## src/include/cal_clock_pkg.sv

```systemverilog
// Purpose: shared constants and carriers for the calendar clock
// Assumes: 100 MHz system clock, all time fields two-digit BCD
// Notes: word layouts are high byte / low byte pairs of 8-bit BCD fields, except the weekday/control word whose high byte holds the control bits
package cal_clock_pkg;

    // timing
    localparam int unsigned CLOCK_HZ = 100_000_000;
    localparam int unsigned TICK_PERIOD_S = 1;
    localparam int unsigned TICK_CYCLES = CLOCK_HZ * TICK_PERIOD_S;

    // field limits and values after reset (BCD)
    localparam logic [7:0] SEC_MAX = 8'h59;
    localparam logic [7:0] MIN_MAX = 8'h59;
    localparam logic [7:0] HOUR_MAX = 8'h23;
    localparam logic [7:0] MONTH_MAX = 8'h12;
    localparam logic [7:0] YEAR_MAX = 8'h99;
    localparam logic [7:0] WDAY_MAX = 8'h06;
    localparam logic [7:0] ZERO_BCD = 8'h00;
    localparam logic [7:0] ONE_BCD = 8'h01;
    localparam logic [7:0] HALF_MIN = 8'h30;
    localparam logic [7:0] FEB = 8'h02;
    localparam logic [7:0] DAYS_28 = 8'h28;
    localparam logic [7:0] DAYS_29 = 8'h29;
    localparam logic [7:0] DAYS_30 = 8'h30;
    localparam logic [7:0] DAYS_31 = 8'h31;

    // bit positions inside the weekday/control word
    localparam int unsigned ROUND_POS = 13;
    localparam int unsigned HALT_POS = 14;
    localparam int unsigned LOAD_POS = 15;

    // word selectors of the write port
    typedef enum logic [1:0] {
        SEL_MIN_SEC,
        SEL_DATE_HOUR,
        SEL_YEAR_MONTH,
        SEL_WDAY_CTRL
    } word_sel_t;

    typedef struct packed {
        logic [7:0] year;
        logic [7:0] month;
        logic [7:0] date;
        logic [7:0] hour;
        logic [7:0] minute;
        logic [7:0] second;
        logic [7:0] weekday;
    } cal_time_t;

    typedef struct packed {
        logic load;
        logic halt;
        logic round;
    } cal_ctrl_t;

    localparam cal_time_t TIME_RESET = '{
        year: ZERO_BCD, month: ONE_BCD, date: ONE_BCD, hour: ZERO_BCD,
        minute: ZERO_BCD, second: ZERO_BCD, weekday: ZERO_BCD};
    localparam cal_ctrl_t CTRL_RESET = '{load: 1'b0, halt: 1'b0, round: 1'b0};

endpackage

```

## src/rtl/cal_clock.sv

```systemverilog
// Purpose: BCD calendar clock with halt, load and half-minute rounding
// Assumes: cassette_present arrives from a pin; words written one at a time
// Notes: time words only accept writes while the clock is halted
`timescale 1ns/1ps
module cal_clock
#(
    parameter int unsigned TICK_CYCLES = cal_clock_pkg::TICK_CYCLES
)
(
    input wire logic clock,
    input wire logic resetn,
    input wire logic cassette_present,
    input wire logic wr_en,
    input wire cal_clock_pkg::word_sel_t wr_sel,
    input wire logic [15:0] wr_data,
    output logic [15:0] hour_minute_quick_word,
    output logic [15:0] minute_second_word,
    output logic [15:0] date_hour_word,
    output logic [15:0] year_month_word,
    output logic [15:0] weekday_control_word,
    output logic time_valid
);

    logic present_meta_ff;
    logic present_ff;
    logic [31:0] div_ff;
    logic [31:0] nxt_div;
    logic tick;
    cal_clock_pkg::cal_time_t time_ff;
    cal_clock_pkg::cal_time_t nxt_time;
    cal_clock_pkg::cal_ctrl_t ctrl_ff;
    cal_clock_pkg::cal_ctrl_t nxt_ctrl;
    logic valid_ff;
    logic [15:0] quick_ff;
    logic running;
    logic round_up;
    logic [7:0] days_in_month;
    logic leap;
    logic c_sec;
    logic c_min;
    logic c_hour;
    logic c_date;
    logic c_month;
    logic [7:0] s_sec;
    logic [7:0] s_min;
    logic [7:0] s_hour;
    logic [7:0] s_date;
    logic [7:0] s_month;
    logic [7:0] s_year;
    logic [7:0] s_wday;

    // two-flop synchroniser for the cassette detect pin
    always_ff @(posedge clock or negedge resetn)
    begin
        if (!resetn)
        begin
            present_meta_ff <= 1'b0;
            present_ff <= 1'b0;
        end
        else
        begin
            present_meta_ff <= cassette_present;
            present_ff <= present_meta_ff;
        end
    end

    assign running = present_ff && !ctrl_ff.halt;
    assign round_up = ctrl_ff.round && (time_ff.second >= cal_clock_pkg::HALF_MIN);

    // one-second divider; restarts on load so counting begins at a whole second
    always_comb
    begin
        nxt_div = div_ff;
        tick = 1'b0;
        if (!running || ctrl_ff.load)
        begin
            nxt_div = '0;
        end
        else if (div_ff >= 32'(TICK_CYCLES - 1))
        begin
            nxt_div = '0;
            tick = 1'b1;
        end
        else
        begin
            nxt_div = div_ff + 32'h1;
        end
    end

    always_ff @(posedge clock or negedge resetn)
    begin
        if (!resetn)
            div_ff <= '0;
        else
            div_ff <= nxt_div;
    end

    // leap year when the two-digit year is a multiple of four
    always_comb
    begin
        leap = time_ff.year[4] ? (time_ff.year[3:0] == 4'h2 || time_ff.year[3:0] == 4'h6)
                               : (time_ff.year[3:0] == 4'h0 || time_ff.year[3:0] == 4'h4
                                  || time_ff.year[3:0] == 4'h8);
        case (time_ff.month)
            cal_clock_pkg::FEB: days_in_month = leap ? cal_clock_pkg::DAYS_29
                                                     : cal_clock_pkg::DAYS_28;
            8'h04, 8'h06, 8'h09, 8'h11: days_in_month = cal_clock_pkg::DAYS_30;
            default: days_in_month = cal_clock_pkg::DAYS_31;
        endcase
    end

    // carry chain from seconds up to year, weekday on midnight
    bcd_pair_step u_sec (.value(time_ff.second), .inc(tick), .lo(cal_clock_pkg::ZERO_BCD),
        .hi(cal_clock_pkg::SEC_MAX), .nxt_value(s_sec), .carry(c_sec));
    bcd_pair_step u_min (.value(time_ff.minute), .inc(c_sec || round_up),
        .lo(cal_clock_pkg::ZERO_BCD), .hi(cal_clock_pkg::MIN_MAX),
        .nxt_value(s_min), .carry(c_min));
    bcd_pair_step u_hour (.value(time_ff.hour), .inc(c_min), .lo(cal_clock_pkg::ZERO_BCD),
        .hi(cal_clock_pkg::HOUR_MAX), .nxt_value(s_hour), .carry(c_hour));
    bcd_pair_step u_date (.value(time_ff.date), .inc(c_hour), .lo(cal_clock_pkg::ONE_BCD),
        .hi(days_in_month), .nxt_value(s_date), .carry(c_date));
    bcd_pair_step u_month (.value(time_ff.month), .inc(c_date), .lo(cal_clock_pkg::ONE_BCD),
        .hi(cal_clock_pkg::MONTH_MAX), .nxt_value(s_month), .carry(c_month));
    bcd_pair_step u_year (.value(time_ff.year), .inc(c_month), .lo(cal_clock_pkg::ZERO_BCD),
        .hi(cal_clock_pkg::YEAR_MAX), .nxt_value(s_year), .carry());
    bcd_pair_step u_wday (.value(time_ff.weekday), .inc(c_hour), .lo(cal_clock_pkg::ZERO_BCD),
        .hi(cal_clock_pkg::WDAY_MAX), .nxt_value(s_wday), .carry());

    // time and control next state: counting, rounding, writes, cassette loss
    always_comb
    begin
        nxt_time = time_ff;
        nxt_ctrl = ctrl_ff;
        nxt_time.second = s_sec;
        nxt_time.minute = s_min;
        nxt_time.hour = s_hour;
        nxt_time.date = s_date;
        nxt_time.month = s_month;
        nxt_time.year = s_year;
        nxt_time.weekday = s_wday;
        if (ctrl_ff.round)
        begin
            nxt_time.second = cal_clock_pkg::ZERO_BCD;
            nxt_ctrl.round = 1'b0;
        end
        if (ctrl_ff.load)
        begin
            nxt_ctrl.load = 1'b0;
            nxt_ctrl.halt = 1'b0;
        end
        if (wr_en)
        begin
            case (wr_sel)
                cal_clock_pkg::SEL_MIN_SEC:
                    if (ctrl_ff.halt)
                    begin
                        nxt_time.minute = wr_data[15:8];
                        nxt_time.second = wr_data[7:0];
                    end
                cal_clock_pkg::SEL_DATE_HOUR:
                    if (ctrl_ff.halt)
                    begin
                        nxt_time.date = wr_data[15:8];
                        nxt_time.hour = wr_data[7:0];
                    end
                cal_clock_pkg::SEL_YEAR_MONTH:
                    if (ctrl_ff.halt)
                    begin
                        nxt_time.year = wr_data[15:8];
                        nxt_time.month = wr_data[7:0];
                    end
                cal_clock_pkg::SEL_WDAY_CTRL:
                begin
                    if (ctrl_ff.halt)
                        nxt_time.weekday = wr_data[7:0];
                    // a write landing with a self-clear wins over the clear
                    nxt_ctrl.round = wr_data[cal_clock_pkg::ROUND_POS];
                    nxt_ctrl.halt = wr_data[cal_clock_pkg::HALT_POS];
                    nxt_ctrl.load = wr_data[cal_clock_pkg::LOAD_POS];
                end
                default:
                    nxt_time = nxt_time;
            endcase
        end
        if (!present_ff)
        begin
            nxt_time = cal_clock_pkg::TIME_RESET;
            nxt_ctrl = cal_clock_pkg::CTRL_RESET;
        end
    end

    always_ff @(posedge clock or negedge resetn)
    begin
        if (!resetn)
        begin
            time_ff <= cal_clock_pkg::TIME_RESET;
            ctrl_ff <= cal_clock_pkg::CTRL_RESET;
        end
        else
        begin
            time_ff <= nxt_time;
            ctrl_ff <= nxt_ctrl;
        end
    end

    // validity drops with the cassette and returns only after a fresh load
    logic nxt_valid;
    logic [15:0] nxt_quick;

    always_comb
    begin
        nxt_valid = valid_ff;
        if (!present_ff)
            nxt_valid = 1'b0;
        else if (ctrl_ff.load)
            nxt_valid = 1'b1;
        nxt_quick = {nxt_time.hour, nxt_time.minute};
    end

    always_ff @(posedge clock or negedge resetn)
    begin
        if (!resetn)
        begin
            valid_ff <= 1'b0;
            quick_ff <= {cal_clock_pkg::ZERO_BCD, cal_clock_pkg::ZERO_BCD};
        end
        else
        begin
            valid_ff <= nxt_valid;
            quick_ff <= nxt_quick;
        end
    end

    // word views, all taken straight from flip-flops
    assign hour_minute_quick_word = quick_ff;
    assign minute_second_word = {time_ff.minute, time_ff.second};
    assign date_hour_word = {time_ff.date, time_ff.hour};
    assign year_month_word = {time_ff.year, time_ff.month};
    assign weekday_control_word = {ctrl_ff.load, ctrl_ff.halt, ctrl_ff.round, 5'h00,
        time_ff.weekday};
    assign time_valid = valid_ff;

endmodule // cal_clock

```

## src/rtl/bcd_pair_step.sv

```systemverilog
// Purpose: steps one two-digit BCD field by one, wrapping at a limit
// Assumes: value already lies within lo..hi
// Notes: purely combinational; carry pulses when the field wraps
`timescale 1ns/1ps
module bcd_pair_step
(
    input wire logic [7:0] value,
    input wire logic inc,
    input wire logic [7:0] lo,
    input wire logic [7:0] hi,
    output logic [7:0] nxt_value,
    output logic carry
);

    // wrap to the low limit at or above the high limit, else BCD add one
    always_comb
    begin
        nxt_value = value;
        carry = 1'b0;
        if (inc)
        begin
            if (value >= hi)
            begin
                nxt_value = lo;
                carry = 1'b1;
            end
            else if (value[3:0] >= 4'h9)
            begin
                nxt_value = {value[7:4] + 4'h1, 4'h0};
            end
            else
            begin
                nxt_value = {value[7:4], value[3:0] + 4'h1};
            end
        end
    end

endmodule // bcd_pair_step

```

## config.mk

```make
export PLATFORM = sky130hd
export DESIGN_NAME = cal_clock
export DESIGN_NICKNAME = d
export VERILOG_FILES = /design/src/include/cal_clock_pkg.sv /design/src/rtl/cal_clock.sv /design/src/rtl/bcd_pair_step.sv
export SDC_FILE = /design/constraint.sdc
export NUM_CORES = 1
export LEC_CHECK = 0
export BUFFER_PORTS_ARGS = -buffer_cell sky130_fd_sc_hd__buf_2
export CAP_MARGIN = 20
export CORE_MARGIN = 4
export CORE_UTILIZATION = 30
export DETAILED_ROUTE_END_ITERATION = 8
export HOLD_SLACK_MARGIN = 0.03
export PLACE_DENSITY_LB_ADDON = 0.05
export SETUP_SLACK_MARGIN = 0.2
export SYNTH_ARGS = -nofsm -noshare
export SYNTH_HDL_FRONTEND = slang
export SYNTH_SLANG_ARGS = --single-unit
```

## constraint.sdc

```tcl
create_clock -name clock -period 3.6 [get_ports clock]
set_clock_uncertainty 0.05 [all_clocks]
set_input_delay 0.72 -clock clock [delete_from_list [all_inputs] [get_ports clock]]
set_output_delay 0.72 -clock clock [all_outputs]
set_load 0.01 [all_outputs]
```

==> flow_summary.toml, run 1 <==
[critical_path]
crit_cells = 13
cp_max_fo = 4
path_delay_family = "compound AO/OA/AOI/OAI gates"
critPathKind = "reg2reg"
crit_path_top_delay_cell = "dfstp_2"
r2r_cells = 13
crit_chain = "inv_4 > ha_4 > o211ai_1 > a21oi_2 > o21ai_2 > mux2_4 > ha_4 > or4b_4 > a21oi_4 > o211ai_1 > and3_4 > a41o_1 > a32o_1"
critPathRequiredTime_ns = 3.79
critPathBufInv = 1
cp.arrival_ns = 3.53
endpoint_kind = "flip-flop"
cpPeakStageDelay_ns = 0.60
critPathLaunchType = "flip-flop"

[timing]
worst_pin_slew_ns = 0.7773
period_share = 0.9286
finalSetupViolCount = 0
fmax_mhz = 299.1
period_needed_ns = 3.343
finalHoldViolations = 0
finalMaxSlewViolations = 0
finalSetupTns_ns = 0
slew_headroom = 0.4806
whs_ns = 0.3132
rsz0062_at_grt = "true"
setup_slack_ns = 0.2570

[final_layout]
seq_area_um2 = 2359
fillCellCount = 2039
nets = 824
final_cell_mix = "96 x buf_2, 89 x dfrtp_1, 66 x nor2_1"
area_delta_synth_final_pct = 20.29
diodes = 0
final_common_cell = "buf_2"
final_cell_count_no_fill = 1019
fin_util = 0.3721
finalInstanceArea_um2 = 7077
multi_input_comb_area_um2 = 3349
layout-drive-gt1-share = 0.2213

[drt]
first_pass_iters = 5
drc = 0
top_layer = "met4"
via_per_inst = 5.112
met1_length_mm = 8.199
drtIter0Drc = 277
dr_wl_met2_mm = 8.800
drtAntennaViolNets = 0
wl_mm = 18.24
routedWlPerCell_um = 17.90
routed-via-count = 5209
routed-wl-met3_um = 679

[placed_design]
dp.final_hpwl_mm = 13.48
dp.cells = 1000
gp_congestion = 0.8140
io_buffers = 97
placed_area_um2 = 6643
dpl_worst_slack_ns = 0.1452

[global_routing]
grt_max_degree = 52
overflow = 0
grt_pass1_wl_mm = 29.42
grt_pass1_vias = 5296
track_usage = 0.1688
antenna_found_initial = 0

[power_and_ir_drop]
leakagePower_nw = 3.184
total_power_mw = 2.222
vdd_drop_max_uv = 208.1
power.density_nw_per_um2 = 314.0

[clocking]
ctsHoldBuffers = 0
cts.sink_count = 94
path_clk_slew_ns = 0.06
cts_tree = "yes"
root_buffer = "clkbuf_16"
htree_levels = 3
insertion_delay_ns = 0.35
clockBufferDepth = 2
numCtsBuffers = 9

[synthesis]
yosysUniqueCellTypes = 62
yosysSeqAreaShare = 0.4003
syn_area_per_cell_um2 = 8.941
synth_top_family_by_area = "simple AND/OR/NAND/NOR gates"
synth-seq-cells = 94
ys.flop_type = "dfrtp_1"
synth-simple-area-share = 0.2140
async_flop_share = 1.000
synth-xor-area-share = 0.04913
syn_area_um2 = 5883
synthAdderAreaFrac = 0.09783
ys_warn_count = 0
synthMuxAreaShare = 0.01085
synthCells = 658
synth_compound_area_frac = 0.1712
synth_edf_count = 0

[floorplanning]
start_util = 0.3093
io_pins = 103
dieArea_um2 = 21910
dieWidth_um = 148.0
rows = 50
core_um2 = 19020
dieHeight_um = 148.0

[flow_run]
max_cap_viol_count = 0

[run_status]
status = "finished, final reports clean"

[worst_hold_path]
hold_depth = 0
hold_class = "reg2reg"
-- power by group --
part | switching [mW] | leakage (nW) | internal (mW) | total (mW)
Combinational | 0.113 | 1.76 | 0.0579 | 0.170
Clock | 0.419 | 0.138 | 0.552 | 0.971
Sequential | 0.0133 | 1.28 | 1.07 | 1.08
-- area by class of cell --
class,instances,area share
multi-input combinational,506,0.4733
sequential,94,0.3333
timing repair buffer,116,0.09088
tap,260,0.04597
clock buffer,11,0.03430
inverter,29,0.01574
clock inverter,3,0.006542
-- Yosys cell counts, types with 4 or more instances --
master	count	share of area
inv_1	28	0.018
nand3b_1	4	0.0051
a41oi_1	4	0.0060
nor4_1	6	0.0064
o22ai_1	10	0.011
a21oi_1	36	0.031
or3_1	6	0.0064
o21ai_0	59	0.050
a31oi_1	15	0.016
and3_1	9	0.0096
dfrtp_1	92	0.39
nor2_1	66	0.042
and2_1	5	0.0053
nor3b_1	7	0.0089
a21boi_0	4	0.0051
nand4_1	9	0.0096
ha_1	46	0.098
nand4b_1	5	0.0074
nor3_1	16	0.014
nand3_1	34	0.029
nor2b_1	7	0.0074
nand2b_1	5	0.0053
xor2_1	17	0.025
o211ai_1	6	0.0077
clkbuf_1	16	0.010
buf_4	21	0.027
xnor2_1	16	0.024
nand2_1	59	0.038
-- cell families (layout without fill, tap and decap cells) --
logic type / Yosys count / after routing
simple gates: 249 / 249
compound gates: 162 / 162
flops: 94 / 94
buf+inv: 67 / 159
fa+ha+maj: 46 / 46
xor+xnor: 33 / 33
mux: 6 / 6
other cells: 1 / 10
-- worst paths after layout --
check,from,to,slack [ns]
setup / recovery,year_month_word[0],year_month_word[7],0.26
hold / removal,present_meta_ff,present_ff,0.31
setup reg to reg,year_month_word[0],year_month_word[7],0.26
hold reg to reg,present_meta_ff,present_ff,0.31
max in group asynchronous,resetn,date_hour_word[8],2.40
min in group asynchronous,resetn,div_ff[8],0.33
-- layer usage --
metal,up-vias,global-route usage
li1,2514,-
met1,2546,0.2167
met2,119,0.2873
met3,30,0.02943
met4,0,0.05820
met5,-,0
-- worst reg2reg max path, stage by stage (launching register included) --
cell and delay (ns):
dfstp_2 0.60, inv_4 0.06, ha_4 0.16, o211ai_1 0.21
a21oi_2 0.10, o21ai_2 0.16, mux2_4 0.17, ha_4 0.18
or4b_4 0.49, a21oi_4 0.16, o211ai_1 0.17, and3_4 0.26
a41o_1 0.22, a32o_1 0.23
-- sequential cells by signal, summed over array words and instances, names as in the netlist --
| name | cells |
|---|---|
| date_hour_word | 8 |
| present_meta_ff | 1 |
| minute_second_word | 8 |
| weekday_control_word | 11 |
| div_ff | 32 |
| time_valid | 1 |
| present_ff | 1 |
| year_month_word | 16 |
| hour_minute_quick_word | 16 |
-- repair_timing --
item / CTS / global route
gates resized for setup: 2 / 23
endpoints found under the setup margin: 1 / 23
pin swaps: 3 / 12
setup buffers: 1 / 4
No activity file was read; power rests on OpenSTA's default activity.
==> run 2: changes to the inputs <==
SYNTH_HIERARCHICAL = 1   (was unset)
==> run 2 against run 1 <==
Die area increased by 51%. Final cell count increased by 65%. Critical path type unchanged. Combinational power increased to 3.7 times the previous value.
==> flow_summary.toml, run 2 <==
[drt]
drtIter0Drc = 477
wl_mm = 27.42
via_per_inst = 4.933
drtAntennaViolNets = 0
top_layer = "met4"
routedWlPerCell_um = 16.29
routed-wl-met3_um = 868
dr_wl_met2_mm = 12.82
routed-via-count = 8303
first_pass_iters = 5
drc = 0
met1_length_mm = 13.51

[timing]
fmax_mhz = 304.2
slew_headroom = 0.5199
worst_pin_slew_ns = 0.7163
finalMaxSlewViolations = 0
period_needed_ns = 3.287
rsz0062_at_grt = "true"
period_share = 0.9131
finalSetupTns_ns = 0
finalSetupViolCount = 0
finalHoldViolations = 0
whs_ns = 0.2816
setup_slack_ns = 0.3129

[global_routing]
grt_pass1_vias = 8149
grt_max_degree = 61
track_usage = 0.1644
grt_pass1_wl_mm = 44.57
overflow = 0
antenna_found_initial = 0

[critical_path]
endpoint_kind = "flip-flop"
r2r_start = "minute_second_word[1]"
cpPeakStageDelay_ns = 0.40
path_delay_family = "simple AND/OR/NAND/NOR gates"
critPathRequiredTime_ns = 3.79
crit_top_cell = "and2_4"
cp_max_fo = 6
critPathLaunchType = "flip-flop"
r2r_slack_ns = 0.31
crit_path_top_delay_cell = "dfrtp_1"
critPathBufInv = 1
crit_cells = 18
rr_endpoint = "year_month_word[10]"
crit_path_start = "minute_second_word[1]"
crit_chain = "ha_1 > nor2b_4 > o211a_4 > o311ai_4 > nand2_4 > and2_4 > a21o_1 > and2_4 > and2_4 > and2_4 > and2_4 > buf_4 > nand2_1 > nor3_1 > o211ai_1 > o221ai_1 > nand2_1 > a21boi_1"
r2r_cells = 18
critPathKind = "reg2reg"
endpoint = "year_month_word[10]"
cp.arrival_ns = 3.48

[power_and_ir_drop]
power.density_nw_per_um2 = 245.6
total_power_mw = 2.752
leakagePower_nw = 5.107
vdd_drop_max_uv = 201.1

[placed_design]
dpl_worst_slack_ns = 0.1253
dp.final_hpwl_mm = 20.76
io_buffers = 97
gp_congestion = 0.7880

[floorplanning]
core_um2 = 29800
dieWidth_um = 182.1
io_pins = 103
start_util = 0.3050
dieHeight_um = 182.1
rows = 63
dieArea_um2 = 33140

[worst_hold_path]
hold_class = "in2async"

[synthesis]
syn_area_um2 = 9089
synthCells = 1060
ys_warn_count = 6
syn_area_per_cell_um2 = 8.574

[clocking]
numCtsBuffers = 9
cts_tree = "yes"
insertion_delay_ns = 0.36
ctsHoldBuffers = 0
htree_levels = 3
clockBufferDepth = 2
root_buffer = "clkbuf_16"
path_clk_slew_ns = 0.08
cts.sink_count = 94

[final_layout]
diodes = 0
fillCellCount = 3137
fin_util = 0.3762
area_delta_synth_final_pct = 23.32
largest_register_ffs = 32
nets = 1395
layout-drive-gt1-share = 0.2413
final_common_cell = "nand2_1"
final_cell_mix = "162 x nand2_1, 119 x conb_1, 96 x buf_2"
regMostFlops = "div_ff"

[run_status]
status = "finished, final reports clean"

[flow_run]
max_cap_viol_count = 0
## run 2: worst reg2reg max path: stages, from the launching register on
cell      delay [ns]
dfrtp_1         0.40
ha_1            0.26
nor2b_4         0.13
o211a_4         0.24
o311ai_4        0.36
nand2_4         0.11
and2_4          0.17
a21o_1          0.16
and2_4          0.14
and2_4          0.15
and2_4          0.17
and2_4          0.17
buf_4           0.13
nand2_1         0.05
nor3_1          0.04
o211ai_1        0.20
o221ai_1        0.14
nand2_1         0.08
a21boi_1        0.06
## run 2: power breakdown
group	total [mW]	internal [mW]	switching, mW
logic	0.632	0.264	0.368
registers	1.12	1.09	0.0365
clock network	0.998	0.501	0.497
## run 2: worst min-delay path by stage
stage / start / end / slack, ns / depth (start not counted)
global placement: present_meta_ff / present_ff / 0.29 / 0
detailed placement: present_meta_ff / present_ff / 0.29 / 0
CTS: resetn / div_ff[3] / 0.29 / 1
finish: resetn / div_ff[2] / 0.28 / 1
floorplan: present_meta_ff / present_ff / 0.28 / 0
global route: resetn / div_ff[2] / 0.32 / 1
## run 2: stage by stage
| stage | cells | area, um2 |
|---|---|---|
| after global routing | 1683 | 11210 |
| after detailed placement | 1648 | 10660 |
| after CTS | 1666 | 10990 |
| after global placement | 1647 | 10650 |
| after floorplan | 1177 | 9744 |
| final | 1683 | 11210 |
## run 2: repair_timing
action,CTS,global route
endpoints found under the setup margin,4,23
resized for setup,2,25
gates cloned,1,1
pin swaps,0,9
setup buffers,1,16
## run 2: cell type report
class,count,area [um2],share of cell area
multi-input combinational,940,6759,0.6030
sequential,94,2361,0.2107
tap,390,488.0,0.04354
timing repair buffer,155,960.9,0.08573
inverter,88,330.3,0.02947
clock buffer,9,225.2,0.02009
clock inverter,7,83.83,0.007479
## run 2: routing by layer
layer	vias up	global-route usage
met5	-	0
met4	0	0.02912
met3	14	0.01933
met2	140	0.2713
met1	3961	0.2347
li1	4188	-
==> run 3: changes to the inputs <==
CORE_UTILIZATION = 50   (was 30)
==> run 3 against run 2 <==
Sequential power about the same. Worst setup slack worse by 0.068 ns. Total power rose by 0.42%. Routed wire length is 14% lower. First-iteration DRC count decreased by 16%. Largest cell class unchanged. Non-clock buffer count rose by 9. Clock-buffer cell count is 1 higher. Worst hold slack gained 0.059 ns. Design area decreased by 1.1%.
==> flow_summary.toml, run 3 (synthesis gave the netlist of run 2 again) <==
[global_routing]
met3_usage = 0.02746
track_usage = 0.2282
antenna_found_initial = 0
grt_pass1_vias = 7593
grt.busiest_layer = "met2"
grt_max_degree = 95
grt_pass1_wl_mm = 38.09
gr-usage-met2 = 0.3778
overflow = 0
use_met1 = 0.3183

[drt]
via_per_inst = 5.464
drc = 0
drtIter0Drc = 403
routedWlPerCell_um = 15.48
routed-via-count = 8360
first_pass_iters = 7
drtAntennaViolNets = 0
wl_mm = 23.68

[final_layout]
seq_area_um2 = 2364
diodes = 0
regMostFlops = "div_ff"
final_common_cell = "nand2_1"
area_delta_synth_final_pct = 21.92
finalInstanceArea_um2 = 11080
multi_input_comb_area_um2 = 6774
largest_register_ffs = 32
nets = 1403
final_cell_mix = "162 x nand2_1, 119 x conb_1, 96 x buf_2"
layout-drive-gt1-share = 0.2467
fillCellCount = 1624

[timing]
whs_ns = 0.3406
period_needed_ns = 3.355
period_share = 0.9320
slew_headroom = 0.4338
setup_slack_ns = 0.2449
finalMaxSlewViolations = 0
rsz0062_at_grt = "true"
finalHoldViolations = 0
worst_pin_slew_ns = 0.8479
fmax_mhz = 298.1
finalSetupViolCount = 0

[critical_path]
r2r_cells = 15
crit_top_cell = "and2_4"
cp.arrival_ns = 3.54
crit_path_top_delay_cell = "or4_4"
cp_max_fo = 8
cpPeakStageDelay_ns = 0.56
crit_chain = "or4_4 > a211oi_4 > o311ai_2 > nor2b_4 > and2_4 > a21o_1 > and2_4 > and2_4 > and2_4 > and2_4 > or3b_4 > a211oi_2 > a311o_1 > nand2_1 > a21boi_1"
crit_cells = 15
critPathLaunchType = "flip-flop"
endpoint_kind = "flip-flop"
critPathBufInv = 0
critPathKind = "reg2reg"
path_delay_family = "simple AND/OR/NAND/NOR gates"
critPathRequiredTime_ns = 3.78

[floorplanning]
start_util = 0.5077
rows = 49
dieHeight_um = 142.8
dieWidth_um = 142.8
io_pins = 103
dieArea_um2 = 20400
core_um2 = 17900

[clocking]
root_buffer = "clkbuf_16"
htree_levels = 3
insertion_delay_ns = 0.35
clockBufferDepth = 2
cts_tree = "yes"
cts.sink_count = 94
path_clk_slew_ns = 0.07
numCtsBuffers = 9

[worst_hold_path]
hold_class = "in2async"

[run_status]
status = "finished, final reports clean"

[placed_design]
dp.final_hpwl_mm = 17.37
dpl_worst_slack_ns = 0.1429
placed_area_um2 = 10360
gp_congestion = 0.8637
io_buffers = 97

[power_and_ir_drop]
vdd_drop_max_uv = 243.0
power.density_nw_per_um2 = 249.4
total_power_mw = 2.764
leakagePower_nw = 5.153

[flow_run]
max_cap_viol_count = 0
==> run 3: cell type report <==
class                           count  area share
Multi-Input combinational cell    939      0.6113
Timing Repair Buffer              164     0.09203
Tap cell                          229     0.02586
Clock inverter                      6    0.007001
Clock buffer                       10     0.02066
Inverter                           88     0.02981
Sequential cell                    94      0.2133
==> run 3: what timing repair did <==
item / CTS / global route
cloned: 1 / 0
setup buffers: 1 / 35
hold buffers: 0 / 0
pin swaps: 1 / 12
setup endpoints to repair: 8 / 26
gates resized for setup: 3 / 26
==> run 3: layer usage <==
layer | vias to the layer above | part of all wire
met5 | - | 0
met4 | 0 | 0.016
met3 | 30 | 0.042
met2 | 155 | 0.48
met1 | 3975 | 0.46
li1 | 4200 | -
==> run 3: worst paths after layout <==
check                                 from                   to  slack, ns
setup / recovery                div_ff[11]  year_month_word[14]       0.24
hold / removal                      resetn            div_ff[4]       0.34
setup reg to reg                div_ff[11]  year_month_word[14]       0.24
hold reg to reg            present_meta_ff           present_ff       0.35
max in group asynchronous           resetn   year_month_word[5]       2.70
min in group clock         present_meta_ff           present_ff       0.35
==> run 3: worst register-to-register path, stage by stage (launching register included) <==
cell	delay (ns)
dfrtp_1	0.42
or4_4	0.56
a211oi_4	0.28
o311ai_2	0.11
nor2b_4	0.15
and2_4	0.13
a21o_1	0.16
and2_4	0.14
and2_4	0.13
and2_4	0.16
and2_4	0.17
or3b_4	0.23
a211oi_2	0.05
a311o_1	0.34
nand2_1	0.06
a21boi_1	0.09
==> run 3: stage by stage <==
step	std cells	setup TNS [ns]	utilization
2_1_floorplan	1177	-12.78	-
3_3_place_gp	1477	0	0.5788
3_5_place_dp	1477	0	0.5788
4_1_cts	1495	0	0.5974
5_1_grt	1530	0	0.6190
6_report	1530	0	0.6190
==> run 3: power breakdown <==
group | internal, mW | switching [mW]
sequential | 1.09 | 0.0406
combinational | 0.271 | 0.353
clock | 0.554 | 0.458
